File: src/rtl/lpcal_pkg.sv
/*
 * lpcal_pkg: register map, field positions, reset values and timing
 * constants for the low-power oscillator calibration block.
 * Assumes a 32-bit classic Wishbone register bus and a 50 MHz system clock.
 */
package lpcal_pkg;

	// register byte addresses
	localparam logic [31:0] LPCAL_ADR_TRIM     = 32'hffff_042c;
	localparam logic [31:0] LPCAL_ADR_CONTROL  = 32'hffff_0440;
	localparam logic [31:0] LPCAL_ADR_STATUS   = 32'hffff_0444;
	localparam logic [31:0] LPCAL_ADR_REF_CNT  = 32'hffff_0448;
	localparam logic [31:0] LPCAL_ADR_LP_CNT   = 32'hffff_044c;
	localparam logic [31:0] LPCAL_ADR_IRQ_STAT = 32'hffff_0450;
	localparam logic [31:0] LPCAL_ADR_IRQ_MASK = 32'hffff_0454;

	// cal_control fields
	localparam int LPCAL_CTL_ENABLE  = 0;
	localparam int LPCAL_CTL_CLR_REF = 1;
	localparam int LPCAL_CTL_CLR_LP  = 2;
	localparam int LPCAL_CTL_RESET   = 3;
	localparam int LPCAL_CTL_SRC     = 4;

	// cal_status fields
	localparam int LPCAL_STA_BUSY = 0;
	localparam int LPCAL_STA_DONE = 1;

	// interrupt status / mask fields
	localparam int LPCAL_IRQ_DONE    = 0;
	localparam int LPCAL_IRQ_TIMEOUT = 1;
	localparam int LPCAL_IRQ_W       = 2;

	// widths and values
	localparam int          LPCAL_REF_W     = 9;
	localparam int          LPCAL_LP_W      = 10;
	localparam int          LPCAL_TRIM_W    = 4;
	localparam logic [8:0]  LPCAL_REF_TERM  = 9'h1ff;
	localparam logic [1:0]  LPCAL_DIV_LAST  = 2'h3;
	localparam logic [3:0]  LPCAL_TRIM_RST  = 4'h8;
	localparam logic [7:0]  LPCAL_CTL_RST   = 8'h00;

	// timing
	localparam int LPCAL_CLK_HZ       = 50_000_000;
	localparam int LPCAL_PREC_TIME_MS = 4;
	localparam int LPCAL_XTAL_TIME_MS = 16;
	localparam int LPCAL_PREC_CYC     = LPCAL_PREC_TIME_MS * (LPCAL_CLK_HZ / 1000);
	localparam int LPCAL_XTAL_CYC     = LPCAL_XTAL_TIME_MS * (LPCAL_CLK_HZ / 1000);
	localparam int LPCAL_TIMEOUT_CYC  = 2 * LPCAL_XTAL_CYC;
	localparam int LPCAL_TMO_W        = 22;

endpackage

File: src/rtl/lpcal_pin_sync.sv
/*
 * lpcal_pin_sync: two-flop synchroniser for an oscillator pin followed by a
 * rising-edge detector working on the synchronised level only.
 * Assumes the pin toggles well below half the system clock rate.
 */
`timescale 1ns/100ps
module lpcal_pin_sync
(
	// clock, reset, enable
	input  wire logic i_sys_clk,
	input  wire logic i_rst_n,
	input  wire logic i_clk_en,
	// pin in, edge out
	input  wire logic i_pin,
	output logic      o_rise
);

	logic meta_r;
	logic sync_r;
	logic last_r;

	// first stage is read by the second stage only
	always_ff @(posedge i_sys_clk)
	begin
		if (!i_rst_n)
		begin
			meta_r <= 1'b0;
			sync_r <= 1'b0;
			last_r <= 1'b0;
		end
		else if (i_clk_en)
		begin
			meta_r <= i_pin;
			sync_r <= meta_r;
			last_r <= sync_r;
		end
	end

	// edge pulse, gated so a frozen block sees no phantom edges
	assign o_rise = i_clk_en & sync_r & ~last_r;

endmodule

File: src/rtl/lpcal_counter.sv
/*
 * lpcal_counter: up counter with synchronous clear; clear wins over count.
 * Assumes the increment is a one-cycle pulse on the system clock.
 */
`timescale 1ns/100ps
module lpcal_counter
#(
	parameter int W = 9
)
(
	// clock, reset, enable
	input  wire logic         i_sys_clk,
	input  wire logic         i_rst_n,
	input  wire logic         i_clk_en,
	// control
	input  wire logic         i_clr,
	input  wire logic         i_inc,
	// count
	output logic [W-1:0]      o_count
);

	logic [W-1:0] count_r;
	logic [W-1:0] count_nxt;

	// clear first so a start never inherits an old count
	assign count_nxt = i_clr ? '0 : (i_inc ? W'(count_r + 1'b1) : count_r);

	always_ff @(posedge i_sys_clk)
	begin
		if (!i_rst_n)
			count_r <= '0;
		else if (i_clk_en)
			count_r <= count_nxt;
	end

	assign o_count = count_r;

endmodule

File: src/rtl/lpcal_top.sv
/*
 * lpcal_top: calibration logic for the low-power oscillator, with a classic
 * Wishbone register slave, sticky interrupt status and a trim output.
 * Assumes the three oscillator signals arrive as asynchronous pins, each far
 * slower than the 50 MHz system clock; the oscillators sit outside.
 */
// The implementer's own choice: the Wishbone slave port.
// How it works
// RQ1: nine-bit reference counter on selected accurate source
// RQ2: ten-bit counter on low-power clock, optionally divided
// RQ3: software keeps both count clocks equal nominal
// RQ4: trim is four bits, upper bits zero
// RQ5: higher trim code slows the oscillator
// RQ6: reference terminal count stops and holds both
// RQ7: software compares counts and steps trim
// RQ8: software reruns calibration after trim change
// RQ9: software moves PLL source before calibrating
// RQ10: control bit four picks crystal or precision
// RQ11: control bit three resets counters, stops calibration
// RQ12: bits two and one clear counters
// RQ13: bit zero starts, clearing it aborts
// RQ14: done flag set on finish, cleared reading
// RQ15: busy flag shows calibration in progress
// RQ16: cycle takes about 4 or 16 ms
// RQ17: counters start together from zero, zero-extended reads
`timescale 1ns/100ps
module lpcal_top
	import lpcal_pkg::*;
#(
	parameter int TIMEOUT_CYC = LPCAL_TIMEOUT_CYC
)
(
	// clock, reset, enable
	input  wire logic        i_sys_clk,
	input  wire logic        i_rst_n,
	input  wire logic        i_clk_en,
	// oscillator pins
	input  wire logic        i_prec_osc,
	input  wire logic        i_xtal_osc,
	input  wire logic        i_lp_osc,
	// wishbone slave
	input  wire logic        i_wb_cyc,
	input  wire logic        i_wb_stb,
	input  wire logic        i_wb_we,
	input  wire logic [31:0] i_wb_adr,
	input  wire logic [3:0]  i_wb_sel,
	input  wire logic [31:0] i_wb_dat,
	output logic [31:0]      o_wb_dat,
	output logic             o_wb_ack,
	// oscillator trim and interrupt
	output logic [3:0]       o_lp_trim,
	output logic             o_irq
);

	// bus access decode: one access per request, answered next cycle
	logic ack_r;
	logic acc;
	logic wr;
	logic rd;
	logic wr_b0;
	logic sel_trim;
	logic sel_ctl;
	logic sel_sta;
	logic sel_ref;
	logic sel_lp;
	logic sel_ist;
	logic sel_imk;
	assign acc      = i_wb_cyc & i_wb_stb & ~ack_r;
	assign wr       = acc & i_wb_we;
	assign rd       = acc & ~i_wb_we;
	assign wr_b0    = wr & i_wb_sel[0];
	assign sel_trim = (i_wb_adr == LPCAL_ADR_TRIM);
	assign sel_ctl  = (i_wb_adr == LPCAL_ADR_CONTROL);
	assign sel_sta  = (i_wb_adr == LPCAL_ADR_STATUS);
	assign sel_ref  = (i_wb_adr == LPCAL_ADR_REF_CNT);
	assign sel_lp   = (i_wb_adr == LPCAL_ADR_LP_CNT);
	assign sel_ist  = (i_wb_adr == LPCAL_ADR_IRQ_STAT);
	assign sel_imk  = (i_wb_adr == LPCAL_ADR_IRQ_MASK);

	// control writes; bits 3..1 are actions, not stored
	logic ctl_wr;
	logic cmd_reset;
	logic cmd_clr_ref;
	logic cmd_clr_lp;
	logic cmd_start;
	logic cmd_stop;
	assign ctl_wr      = wr_b0 & sel_ctl;
	assign cmd_reset   = ctl_wr & i_wb_dat[LPCAL_CTL_RESET];   // RQ11
	assign cmd_clr_ref = ctl_wr & i_wb_dat[LPCAL_CTL_CLR_REF]; // RQ12
	assign cmd_clr_lp  = ctl_wr & i_wb_dat[LPCAL_CTL_CLR_LP];  // RQ12
	assign cmd_start   = ctl_wr & i_wb_dat[LPCAL_CTL_ENABLE] & ~cmd_reset; // RQ13
	assign cmd_stop    = ctl_wr & ~i_wb_dat[LPCAL_CTL_ENABLE];

	// stored state
	logic       enable_r;
	logic       src_xtal_r;
	logic       running_r;
	logic       done_r;
	logic [3:0] trim_r;
	logic [1:0] lp_div_r;
	logic [LPCAL_IRQ_W-1:0] irq_stat_r;
	logic [LPCAL_IRQ_W-1:0] irq_mask_r;
	logic [LPCAL_TMO_W-1:0] tmo_r;
	logic [31:0] rdat_r;

	// oscillator edges, each through its own synchroniser
	logic prec_rise;
	logic xtal_rise;
	logic lp_rise;
	lpcal_pin_sync u_sync_prec
	(
		.i_sys_clk (i_sys_clk),
		.i_rst_n   (i_rst_n),
		.i_clk_en  (i_clk_en),
		.i_pin     (i_prec_osc),
		.o_rise    (prec_rise)
	);
	lpcal_pin_sync u_sync_xtal
	(
		.i_sys_clk (i_sys_clk),
		.i_rst_n   (i_rst_n),
		.i_clk_en  (i_clk_en),
		.i_pin     (i_xtal_osc),
		.o_rise    (xtal_rise)
	);
	lpcal_pin_sync u_sync_lp
	(
		.i_sys_clk (i_sys_clk),
		.i_rst_n   (i_rst_n),
		.i_clk_en  (i_clk_en),
		.i_pin     (i_lp_osc),
		.o_rise    (lp_rise)
	);

	// count enables: reference follows source select, lp divided for crystal
	logic ref_edge;
	logic lp_edge;
	logic ref_inc;
	logic lp_inc;
	assign ref_edge = src_xtal_r ? xtal_rise : prec_rise;                 // RQ10
	assign lp_edge  = src_xtal_r ? (lp_rise & (lp_div_r == LPCAL_DIV_LAST)) : lp_rise; // RQ2
	assign ref_inc  = running_r & ref_edge;                               // RQ1
	assign lp_inc   = running_r & lp_edge;                                // RQ2

	// counters clear together on start, so both begin on the same edge
	logic [LPCAL_REF_W-1:0] ref_cnt;
	logic [LPCAL_LP_W-1:0]  lp_cnt;
	logic ref_clr;
	logic lp_clr;
	assign ref_clr = cmd_start | cmd_reset | cmd_clr_ref; // RQ17
	assign lp_clr  = cmd_start | cmd_reset | cmd_clr_lp;  // RQ17
	lpcal_counter #(.W(LPCAL_REF_W)) u_ref_cnt
	(
		.i_sys_clk (i_sys_clk),
		.i_rst_n   (i_rst_n),
		.i_clk_en  (i_clk_en),
		.i_clr     (ref_clr),
		.i_inc     (ref_inc),
		.o_count   (ref_cnt)
	);
	lpcal_counter #(.W(LPCAL_LP_W)) u_lp_cnt
	(
		.i_sys_clk (i_sys_clk),
		.i_rst_n   (i_rst_n),
		.i_clk_en  (i_clk_en),
		.i_clr     (lp_clr),
		.i_inc     (lp_inc),
		.o_count   (lp_cnt)
	);

	// finish on the terminal count; a control write in the same cycle wins,
	// so a restart or an abort is never undone by a stale finish
	logic finish;
	logic timeout;
	assign finish  = ref_inc & ~ctl_wr & (ref_cnt == LPCAL_REF_TERM - 9'h001); // RQ6
	assign timeout = running_r & ~ctl_wr & (tmo_r == LPCAL_TMO_W'(TIMEOUT_CYC - 1)); // RQ16

	// run state; a stalled reference oscillator is caught by the timeout
	logic running_nxt;
	assign running_nxt = (cmd_reset | cmd_stop | finish | timeout) ? 1'b0 : // RQ6 RQ11 RQ13
		(cmd_start ? 1'b1 : running_r);

	// done flag: set wins over the clearing read of lp_cal_count
	logic done_nxt;
	assign done_nxt = finish | (done_r & ~(rd & sel_lp) & ~cmd_start & ~cmd_reset); // RQ14

	// interrupt status: sticky, read clears, new events win
	logic [LPCAL_IRQ_W-1:0] irq_evt;
	logic [LPCAL_IRQ_W-1:0] irq_stat_nxt;
	assign irq_evt      = {timeout, finish};
	assign irq_stat_nxt = irq_evt | ((rd & sel_ist) ? '0 : irq_stat_r);

	always_ff @(posedge i_sys_clk)
	begin
		if (!i_rst_n)
		begin
			enable_r   <= LPCAL_CTL_RST[LPCAL_CTL_ENABLE];
			src_xtal_r <= LPCAL_CTL_RST[LPCAL_CTL_SRC];
			running_r  <= 1'b0;
			done_r     <= 1'b0;
			irq_stat_r <= '0;
		end
		else if (i_clk_en)
		begin
			if (ctl_wr)
			begin
				enable_r   <= i_wb_dat[LPCAL_CTL_ENABLE] & ~cmd_reset; // RQ11
				src_xtal_r <= i_wb_dat[LPCAL_CTL_SRC];                 // RQ10
			end
			else if (finish | timeout)
				enable_r <= 1'b0;
			running_r  <= running_nxt;
			done_r     <= done_nxt;
			irq_stat_r <= irq_stat_nxt;
		end
	end

	// trim, mask, crystal divider and watchdog
	always_ff @(posedge i_sys_clk)
	begin
		if (!i_rst_n)
		begin
			trim_r     <= LPCAL_TRIM_RST;
			irq_mask_r <= '0;
			lp_div_r   <= '0;
			tmo_r      <= '0;
		end
		else if (i_clk_en)
		begin
			if (wr_b0 & sel_trim)
				trim_r <= i_wb_dat[LPCAL_TRIM_W-1:0]; // RQ4
			if (wr_b0 & sel_imk)
				irq_mask_r <= i_wb_dat[LPCAL_IRQ_W-1:0];
			if (cmd_start)
				lp_div_r <= '0;
			else if (running_r & lp_rise)
				lp_div_r <= lp_div_r + 2'h1;
			tmo_r <= (running_r & ~cmd_start) ? LPCAL_TMO_W'(tmo_r + 1'b1) : '0;
		end
	end

	// read mux; narrow registers zero-extended, unmapped reads give zero
	logic [31:0] rmux;
	assign rmux =
		sel_trim ? {28'h000_0000, trim_r} :                               // RQ4
		sel_ctl  ? {27'h000_0000, src_xtal_r, 3'h0, enable_r} :
		sel_sta  ? {30'h0000_0000, done_r, running_r} :                  // RQ15
		sel_ref  ? {23'h00_0000, ref_cnt} :                               // RQ17
		sel_lp   ? {22'h00_0000, lp_cnt} :                                // RQ17
		sel_ist  ? {30'h0000_0000, irq_stat_r} :
		sel_imk  ? {30'h0000_0000, irq_mask_r} : 32'h0000_0000;

	// ack one cycle after the request, dropped the cycle after
	always_ff @(posedge i_sys_clk)
	begin
		if (!i_rst_n)
		begin
			ack_r  <= 1'b0;
			rdat_r <= '0;
		end
		else if (i_clk_en)
		begin
			ack_r <= acc;
			if (rd)
				rdat_r <= rmux;
		end
	end

	// trim code goes straight to the analog cell: larger code, slower clock
	assign o_lp_trim = trim_r; // RQ5
	assign o_wb_dat  = rdat_r;
	assign o_wb_ack  = ack_r;
	assign o_irq     = |(irq_stat_r & irq_mask_r);
endmodule

File: config.mk
export PLATFORM = sky130hd
export DESIGN_NAME = lpcal_top
export DESIGN_NICKNAME = d
export VERILOG_FILES = /design/src/rtl/lpcal_pkg.sv /design/src/rtl/lpcal_pin_sync.sv /design/src/rtl/lpcal_counter.sv /design/src/rtl/lpcal_top.sv
export SDC_FILE = /design/constraint.sdc
export NUM_CORES = 1
export LEC_CHECK = 0
export BUFFER_PORTS_ARGS = -buffer_cell sky130_fd_sc_hd__buf_2
export CAP_MARGIN = 20
export CELL_PAD_IN_SITES_DETAIL_PLACEMENT = 1
export CELL_PAD_IN_SITES_GLOBAL_PLACEMENT = 1
export CORE_MARGIN = 1.5
export CORE_UTILIZATION = 38
export DETAILED_ROUTE_END_ITERATION = 7
export PLACE_DENSITY = 0.81
export SLEW_MARGIN = 25
export SYNTH_ARGS = -nofsm -noshare
export SYNTH_HDL_FRONTEND = slang
export SYNTH_HIERARCHICAL = 1
export SYNTH_SLANG_ARGS = --single-unit
export TNS_END_PERCENT = 50
File: constraint.sdc
create_clock -name i_sys_clk -period 4.25 [get_ports i_sys_clk]
set_input_delay 0.6375 -clock i_sys_clk [delete_from_list [all_inputs] [get_ports i_sys_clk]]
set_output_delay 0.6375 -clock i_sys_clk [all_outputs]
set_load 0.005 [all_outputs]
==> flow_metrics.tcl, run 1 <==
set metrics [dict create \
    status "completed" \
    hp-class "flop to flop" \
    yosysTopAreaCell "dfxtp_1" \
    holdCritStartpoint "o_wb_dat[4]$_SDFFE_PN0P_" \
    relSlewSlack_pct 51.7 \
    firstDrtPassIters 4 \
    synth_top_area_share_pct 36.9 \
    grt_use_total_pct 21.1 \
    fp.dieArea_um2 11300 \
    dp.final_hpwl_mm 8.44 \
    wl_per_cell_um 16.7 \
    report.final.slew_viol_count 0 \
    rsz0062_at_grt "no" \
    multi_input_area_um2 2330 \
    cts_made_buffers 9 \
    grt_pass1_vias 3766 \
    drive_gt1_share_pct 19.0 \
    layout_common_cells "dfxtp_1, buf_2, nand2_1" \
    root_buffer "clkbuf_8" \
    ys_types 64 \
    arrival_ps 3660 \
    clkTransAtPathRegs_ps 80 \
    grt_max_degree 36 \
    post-place-cells 658 \
    routed_via_density 5.48 \
    core_region_area_um2 10400 \
    endpoint_kind "flop" \
    final_area_um2 4620 \
    row_count 37 \
    antenna_left 0 \
    fin_crit_sh_pct 79.3 \
    fin_nets 614 \
    place.gp.congestion 0.867 \
    yosys-top-cells-area "dfxtp_1, mux2i_1, nand2_1, buf_4, nor2_1" \
    total_power_uw 1470 \
    skew_ps 10.6 \
    fin_crit_ps 3370 \
    overflow 0 \
    cts_setup_buffers 0 \
    tightestPinTransition_ps 723 \
    leakage_uw 0.00165 \
    hold_path_depth 2 \
    whs_endpoint "o_wb_dat[4]$_SDFFE_PN0P_" \
    setup_ws_ps 879 \
    htreeDepth 3 \
    io_pins 115 \
    tritoncts "yes" \
    seq_area_um2 1500 \
    cts_hold_buf 0 \
    cts.repair.resized 0 \
    grt_pass1_wl_mm 19.0 \
    fillCellCount 1305 \
    power.density_nw_per_um2 318 \
    reg2reg_to "u_lp_cnt/o_count[8]$_SDFFE_PN0P_" \
    drt_wl_total_mm 11.3 \
    antenna_found_initial 0 \
    yosysSeqAreaShare_pct 36.9 \
    n_antenna_cell 0 \
    critPathMaxFanout 20 \
    cts_sinks 75 \
    setup_tns_ps 0 \
    synthCells 477 \
    r2r_setup_slack_ps 1570 \
    synth_edf_count 0 \
    die_h_um 106 \
    layout.cells.non_filler 674 \
    cts.path.max_buffers 2 \
    crit_path_start_kind "input port" \
    placed_cell_area_um2 4380 \
    yosys_warnings 6 \
    worstPathRequired_ps 4540 \
    reg2regPathDepth 7 \
    hold_violations 0 \
    r2r-start "o_wb_ack$_SDFFE_PN0P_" \
    synth_area_um2 4070 \
    fmax_mhz 297 \
    area_delta_synth_final_pct 13.5 \
    async_flop_share_pct 0 \
    dpl_worst_slack_ps 530 \
    start_util_pct 39.2 \
    postSynthAreaPerCell_um2 8.52 \
    worst-setup-path-type "input port to flop" \
    finalSetupViolCount 0 \
    synthFlopType "dfxtp_1" \
    fp.dieW_um 106 \
    portBuffers 62 \
    synth-seq-cells 75 \
    peakVddDrop_v 0.000190 \
    dr.first_iter.drc_count 162 \
    clk_latency_ps 360 \
    vias 3694 \
    drv_cap 0 \
    drcViolationCount 0 \
    layout_commonest_cell "dfxtp_1" \
]
-- power breakdown --
| part | internal, µW | switching, µW | total [µW] |
|---|---|---|---|
| Combinational | 33.0 | 52.8 | 85.8 |
| Clock | 391 | 285 | 676 |
| Sequential | 706 | 2.46 | 708 |
-- routing by layer --
layer	GRT usage, %	wire length (µm)
met5	0	0
met4	5.90	110
met3	5.15	519
met2	35.4	5600
met1	27.0	5020
-- synth_stat cells (3+ instances only) --
master	n
a21boi_0	3
a21boi_1	3
a21oi_1	22
and3_1	4
buf_4	22
buf_6	4
clkbuf_1	11
dfxtp_1	75
ha_1	4
inv_1	13
mux2i_1	22
nand2_1	46
nand2b_1	8
nand3_1	19
nand3b_1	3
nand4_1	18
nand4b_1	7
nor2_1	41
nor2b_1	10
nor3_1	9
nor3b_1	3
nor4_1	8
nor4b_1	3
o211ai_1	3
o21ai_0	15
o31a_1	3
o31ai_1	9
or2_2	3
or3_1	3
or3_2	5
or4_1	11
or4_4	3
xnor2_1	15
xor2_1	8
-- registers in the layout, summed over array words and instances (netlist names), 2 cells and up --
| name | flops |
|---|---|
| irq_mask_r | 2 |
| tmo_r | 22 |
| o_wb_dat | 10 |
| u_ref_cnt/o_count | 9 |
| irq_stat_r | 2 |
| u_lp_cnt/o_count | 10 |
| lp_div_r | 2 |
| o_lp_trim | 4 |
-- kinds of logic (layout without fill, tap and decap cells) --
logic type / count (synthesis) / count (layout) / synth area share, %
other: 1 / 22 / 0.0922
buffers and inverters: 53 / 93 / 7.72
DFF: 75 / 75 / 36.9
xor gates and xnor gates: 23 / 23 / 4.95
adders and majority gates: 4 / 4 / 1.23
AOI/OAI and AO/OA: 80 / 80 / 13.4
and+or+nand+nor: 217 / 217 / 29.7
muxes: 24 / 24 / 5.97
-- worst max-delay path, cell delays in order --
cell      delay, ps
buf_2           240
or4_4           560
or4_4           500
nor3_1          200
buf_4           200
o31a_1          320
o211ai_2        290
or4_1           570
a21oi_1         140
-- stage by stage --
stage                     util (%)  hold WS, ps
final                         44.5          465
after global routing          44.5          492
after CTS                     44.5          468
after detailed placement      42.2          454
after global placement        42.2          439
after floorplan                  -          443
-- how the worst max path moves through the flow --
stage	from	endpoint	slack (ps)	cells after the start
6_report	i_wb_adr[2]	u_lp_cnt/o_count[8]$_SDFFE_PN0P_	880	9
5_1_grt	i_wb_adr[2]	u_lp_cnt/o_count[7]$_SDFFE_PN0P_	710	9
4_1_cts	i_wb_adr[2]	u_lp_cnt/o_count[6]$_SDFFE_PN0P_	920	9
3_5_place_dp	i_wb_adr[2]	u_lp_cnt/o_count[7]$_SDFFE_PN0P_	530	9
3_3_place_gp	i_wb_adr[2]	u_lp_cnt/o_count[8]$_SDFFE_PN0P_	630	9
2_1_floorplan	i_wb_adr[3]	u_ref_cnt/o_count[8]$_SDFFE_PN0P_	810	9
-- layout make-up --
cell class	instances	area share (%)
Multi-Input combinational cell	370	50.5
Sequential cell	75	32.5
Inverter	13	1.06
Tap cell	136	3.69
Clock buffer	10	2.76
Timing Repair Buffer	64	7.05
Clock inverter	6	2.47
No activity file was read; power rests on OpenSTA's default activity.
==> run 2, diff against run 1 <==
--- a/config.mk
+++ b/config.mk
@@ -10,9 +10,9 @@
 export CELL_PAD_IN_SITES_DETAIL_PLACEMENT = 1
 export CELL_PAD_IN_SITES_GLOBAL_PLACEMENT = 1
 export CORE_MARGIN = 1.5
-export CORE_UTILIZATION = 38
+export CORE_UTILIZATION = 35
 export DETAILED_ROUTE_END_ITERATION = 7
-export PLACE_DENSITY = 0.81
+export PLACE_DENSITY = 0.78
 export SLEW_MARGIN = 25
 export SYNTH_ARGS = -nofsm -noshare
 export SYNTH_HDL_FRONTEND = slang
==> constraint.sdc (replaced) <==
create_clock -name i_sys_clk -period 3.1 [get_ports i_sys_clk]
set_input_delay 0.465 -clock i_sys_clk [delete_from_list [all_inputs] [get_ports i_sys_clk]]
set_output_delay 0.465 -clock i_sys_clk [all_outputs]
set_load 0.005 [all_outputs]
==> run 2 against run 1 <==
Compared with the run above: clock power rose by 46%; global-route usage fell by 1.9 points; die area up 8.3%; largest cell class unchanged; critical endpoint unchanged; worst hold slack got worse by 68 ps; sequential power increased by 37%; first-iteration DRC count rose by 35%; highest routed layer unchanged; count of clock-buffer cells in the layout grew 3; combinational power is 53% higher; largest power group is now clock; register-to-register slack worse by 940 ps; non-clock buffer count increased by 16; critical path depth decreased by 1; core utilization is 2.2 points lower.
==> flow_metrics.tcl, run 2 (synthesis gave the netlist of run 1 again) <==
set metrics [dict create \
    clk_latency_ps 340 \
    grt_use_total_pct 19.2 \
    arrival_ps 3120 \
    post-place-cells 681 \
    antenna_found_initial 0 \
    fillCellCount 1387 \
    power.density_nw_per_um2 435 \
    die_h_um 111 \
    rsz0062_at_grt "no" \
    fp.dieW_um 111 \
    cts_made_buffers 9 \
    layout.cells.non_filler 696 \
    peakVddDrop_v 0.000346 \
    fp.dieArea_um2 12300 \
    place.gp.congestion 0.862 \
    total_power_uw 2090 \
    fin_crit_ps 2860 \
    grt_pass1_vias 4030 \
    grt_max_degree 22 \
    layout_common_cells "dfxtp_1, buf_2, nand2_1" \
    firstDrtPassIters 4 \
    critPathMaxFanout 12 \
    core_region_area_um2 11400 \
    multi_input_area_um2 2340 \
    dr.first_iter.drc_count 218 \
    drt_wl_total_mm 11.4 \
    final_area_um2 4810 \
    area_delta_synth_final_pct 18.2 \
    hp-class "input port to flop" \
    root_buffer "clkbuf_16" \
    antenna_left 0 \
    overflow 0 \
    clkTransAtPathRegs_ps 60 \
    routed_via_density 5.45 \
    start_util_pct 35.8 \
    wl_per_cell_um 16.4 \
    drcViolationCount 0 \
    n_antenna_cell 0 \
    row_count 39 \
    htreeDepth 3 \
    fmax_mhz 350 \
    grt_pass1_wl_mm 19.2 \
    seq_area_um2 1500 \
    leakage_uw 0.00177 \
    crit_path_start_kind "input port" \
    placed_cell_area_um2 4530 \
    dp.final_hpwl_mm 8.71 \
    cts_sinks 75 \
    io_pins 115 \
    fin_nets 630 \
    skew_ps 5.62 \
    cts_hold_buf 0 \
    endpoint_kind "flop" \
    tightestPinTransition_ps 779 \
    relSlewSlack_pct 47.3 \
    drive_gt1_share_pct 21.3 \
    status "completed" \
    hold_violations 0 \
    worst-setup-path-type "input port to flop" \
    cts.repair.resized 0 \
    largest_reg_flops 22 \
    cts_setup_buffers 0 \
    drv_cap 0 \
    fin_crit_sh_pct 92.2 \
    portBuffers 62 \
    layout_commonest_cell "dfxtp_1" \
    tritoncts "yes" \
    report.final.slew_viol_count 0 \
    regMostFlops "tmo_r" \
    finalSetupViolCount 0 \
    cts.path.max_buffers 2 \
    worstPathRequired_ps 3360 \
    vias 3791 \
]
-- run 2: changes by cell type in the layout (fill, tap and decap cells not counted), sizes merged --
| cell | change |
|---|---|
| clkinv | +1 |
| buf | +16 |
| clkinvlp | -2 |
| clkbuf | +3 |
| bufinv | -3 |
-- run 2: per-layer routing --
metal / GRT usage [%] / part of all wire [%] / up-vias / wire (µm)
met5: 0 / 0 / - / 0
met4: 6.92 / 1.5 / 0 / 168
met3: 5.58 / 4.8 / 15 / 542
met2: 34.1 / 51 / 84 / 5840
met1: 21.8 / 43 / 1869 / 4860
li1: - / - / 1823 / -
-- run 2: cell type report --
| cell class | count | share of cell area [%] |
|---|---|---|
| multi-input cells | 370 | 48.7 |
| flip-flops and latches | 75 | 31.2 |
| repair buffers | 80 | 9.52 |
| clock buffers | 13 | 5.62 |
| well taps | 143 | 3.72 |
| inverters | 13 | 1.01 |
| clock inverters | 2 | 0.208 |
-- run 2: final timing paths --
kind / start / end / slack [ps] / cells after the start
min: i_prec_osc / u_sync_prec/meta_r$_SDFFE_PN0P_ / 400 / 3
max reg2reg: o_wb_ack$_SDFFE_PN0P_ / u_lp_cnt/o_count[8]$_SDFFE_PN0P_ / 630 / 6
max: i_wb_adr[1] / u_lp_cnt/o_count[8]$_SDFFE_PN0P_ / 240 / 8
min reg2reg: o_wb_dat[2]$_SDFFE_PN0P_ / o_wb_dat[2]$_SDFFE_PN0P_ / 460 / 2
-- run 2: worst max-delay path: stages --
cell      delay (ps)
buf_2            110
or4_4            540
or4_4            520
nor3_4           290
o31a_1           220
o211ai_2         240
or4_1            570
a21oi_1          160
-- run 2: per-stage QoR --
stage	utilization [%]	TNS (ps)	hold WS [ps]	setup WS, ps
after floorplan	-	0	443	62.2
after global placement	39.8	-4.30	439	-4.30
after detailed placement	39.8	-168	453	-38.5
after CTS	42.3	0	394	292
after global routing	42.3	0	422	186
final	42.3	0	397	242
-- run 2: report_power, final --
| group | internal (µW) | switching (µW) | total (µW) | leakage (µW) |
|---|---|---|---|---|
| registers | 970 | 3.65 | 973 | 0.000605 |
| logic | 54.3 | 76.8 | 131 | 0.00103 |
| clock network | 600 | 388 | 989 | 0.000141 |
| total | 1620 | 469 | 2090 | 0.00177 |
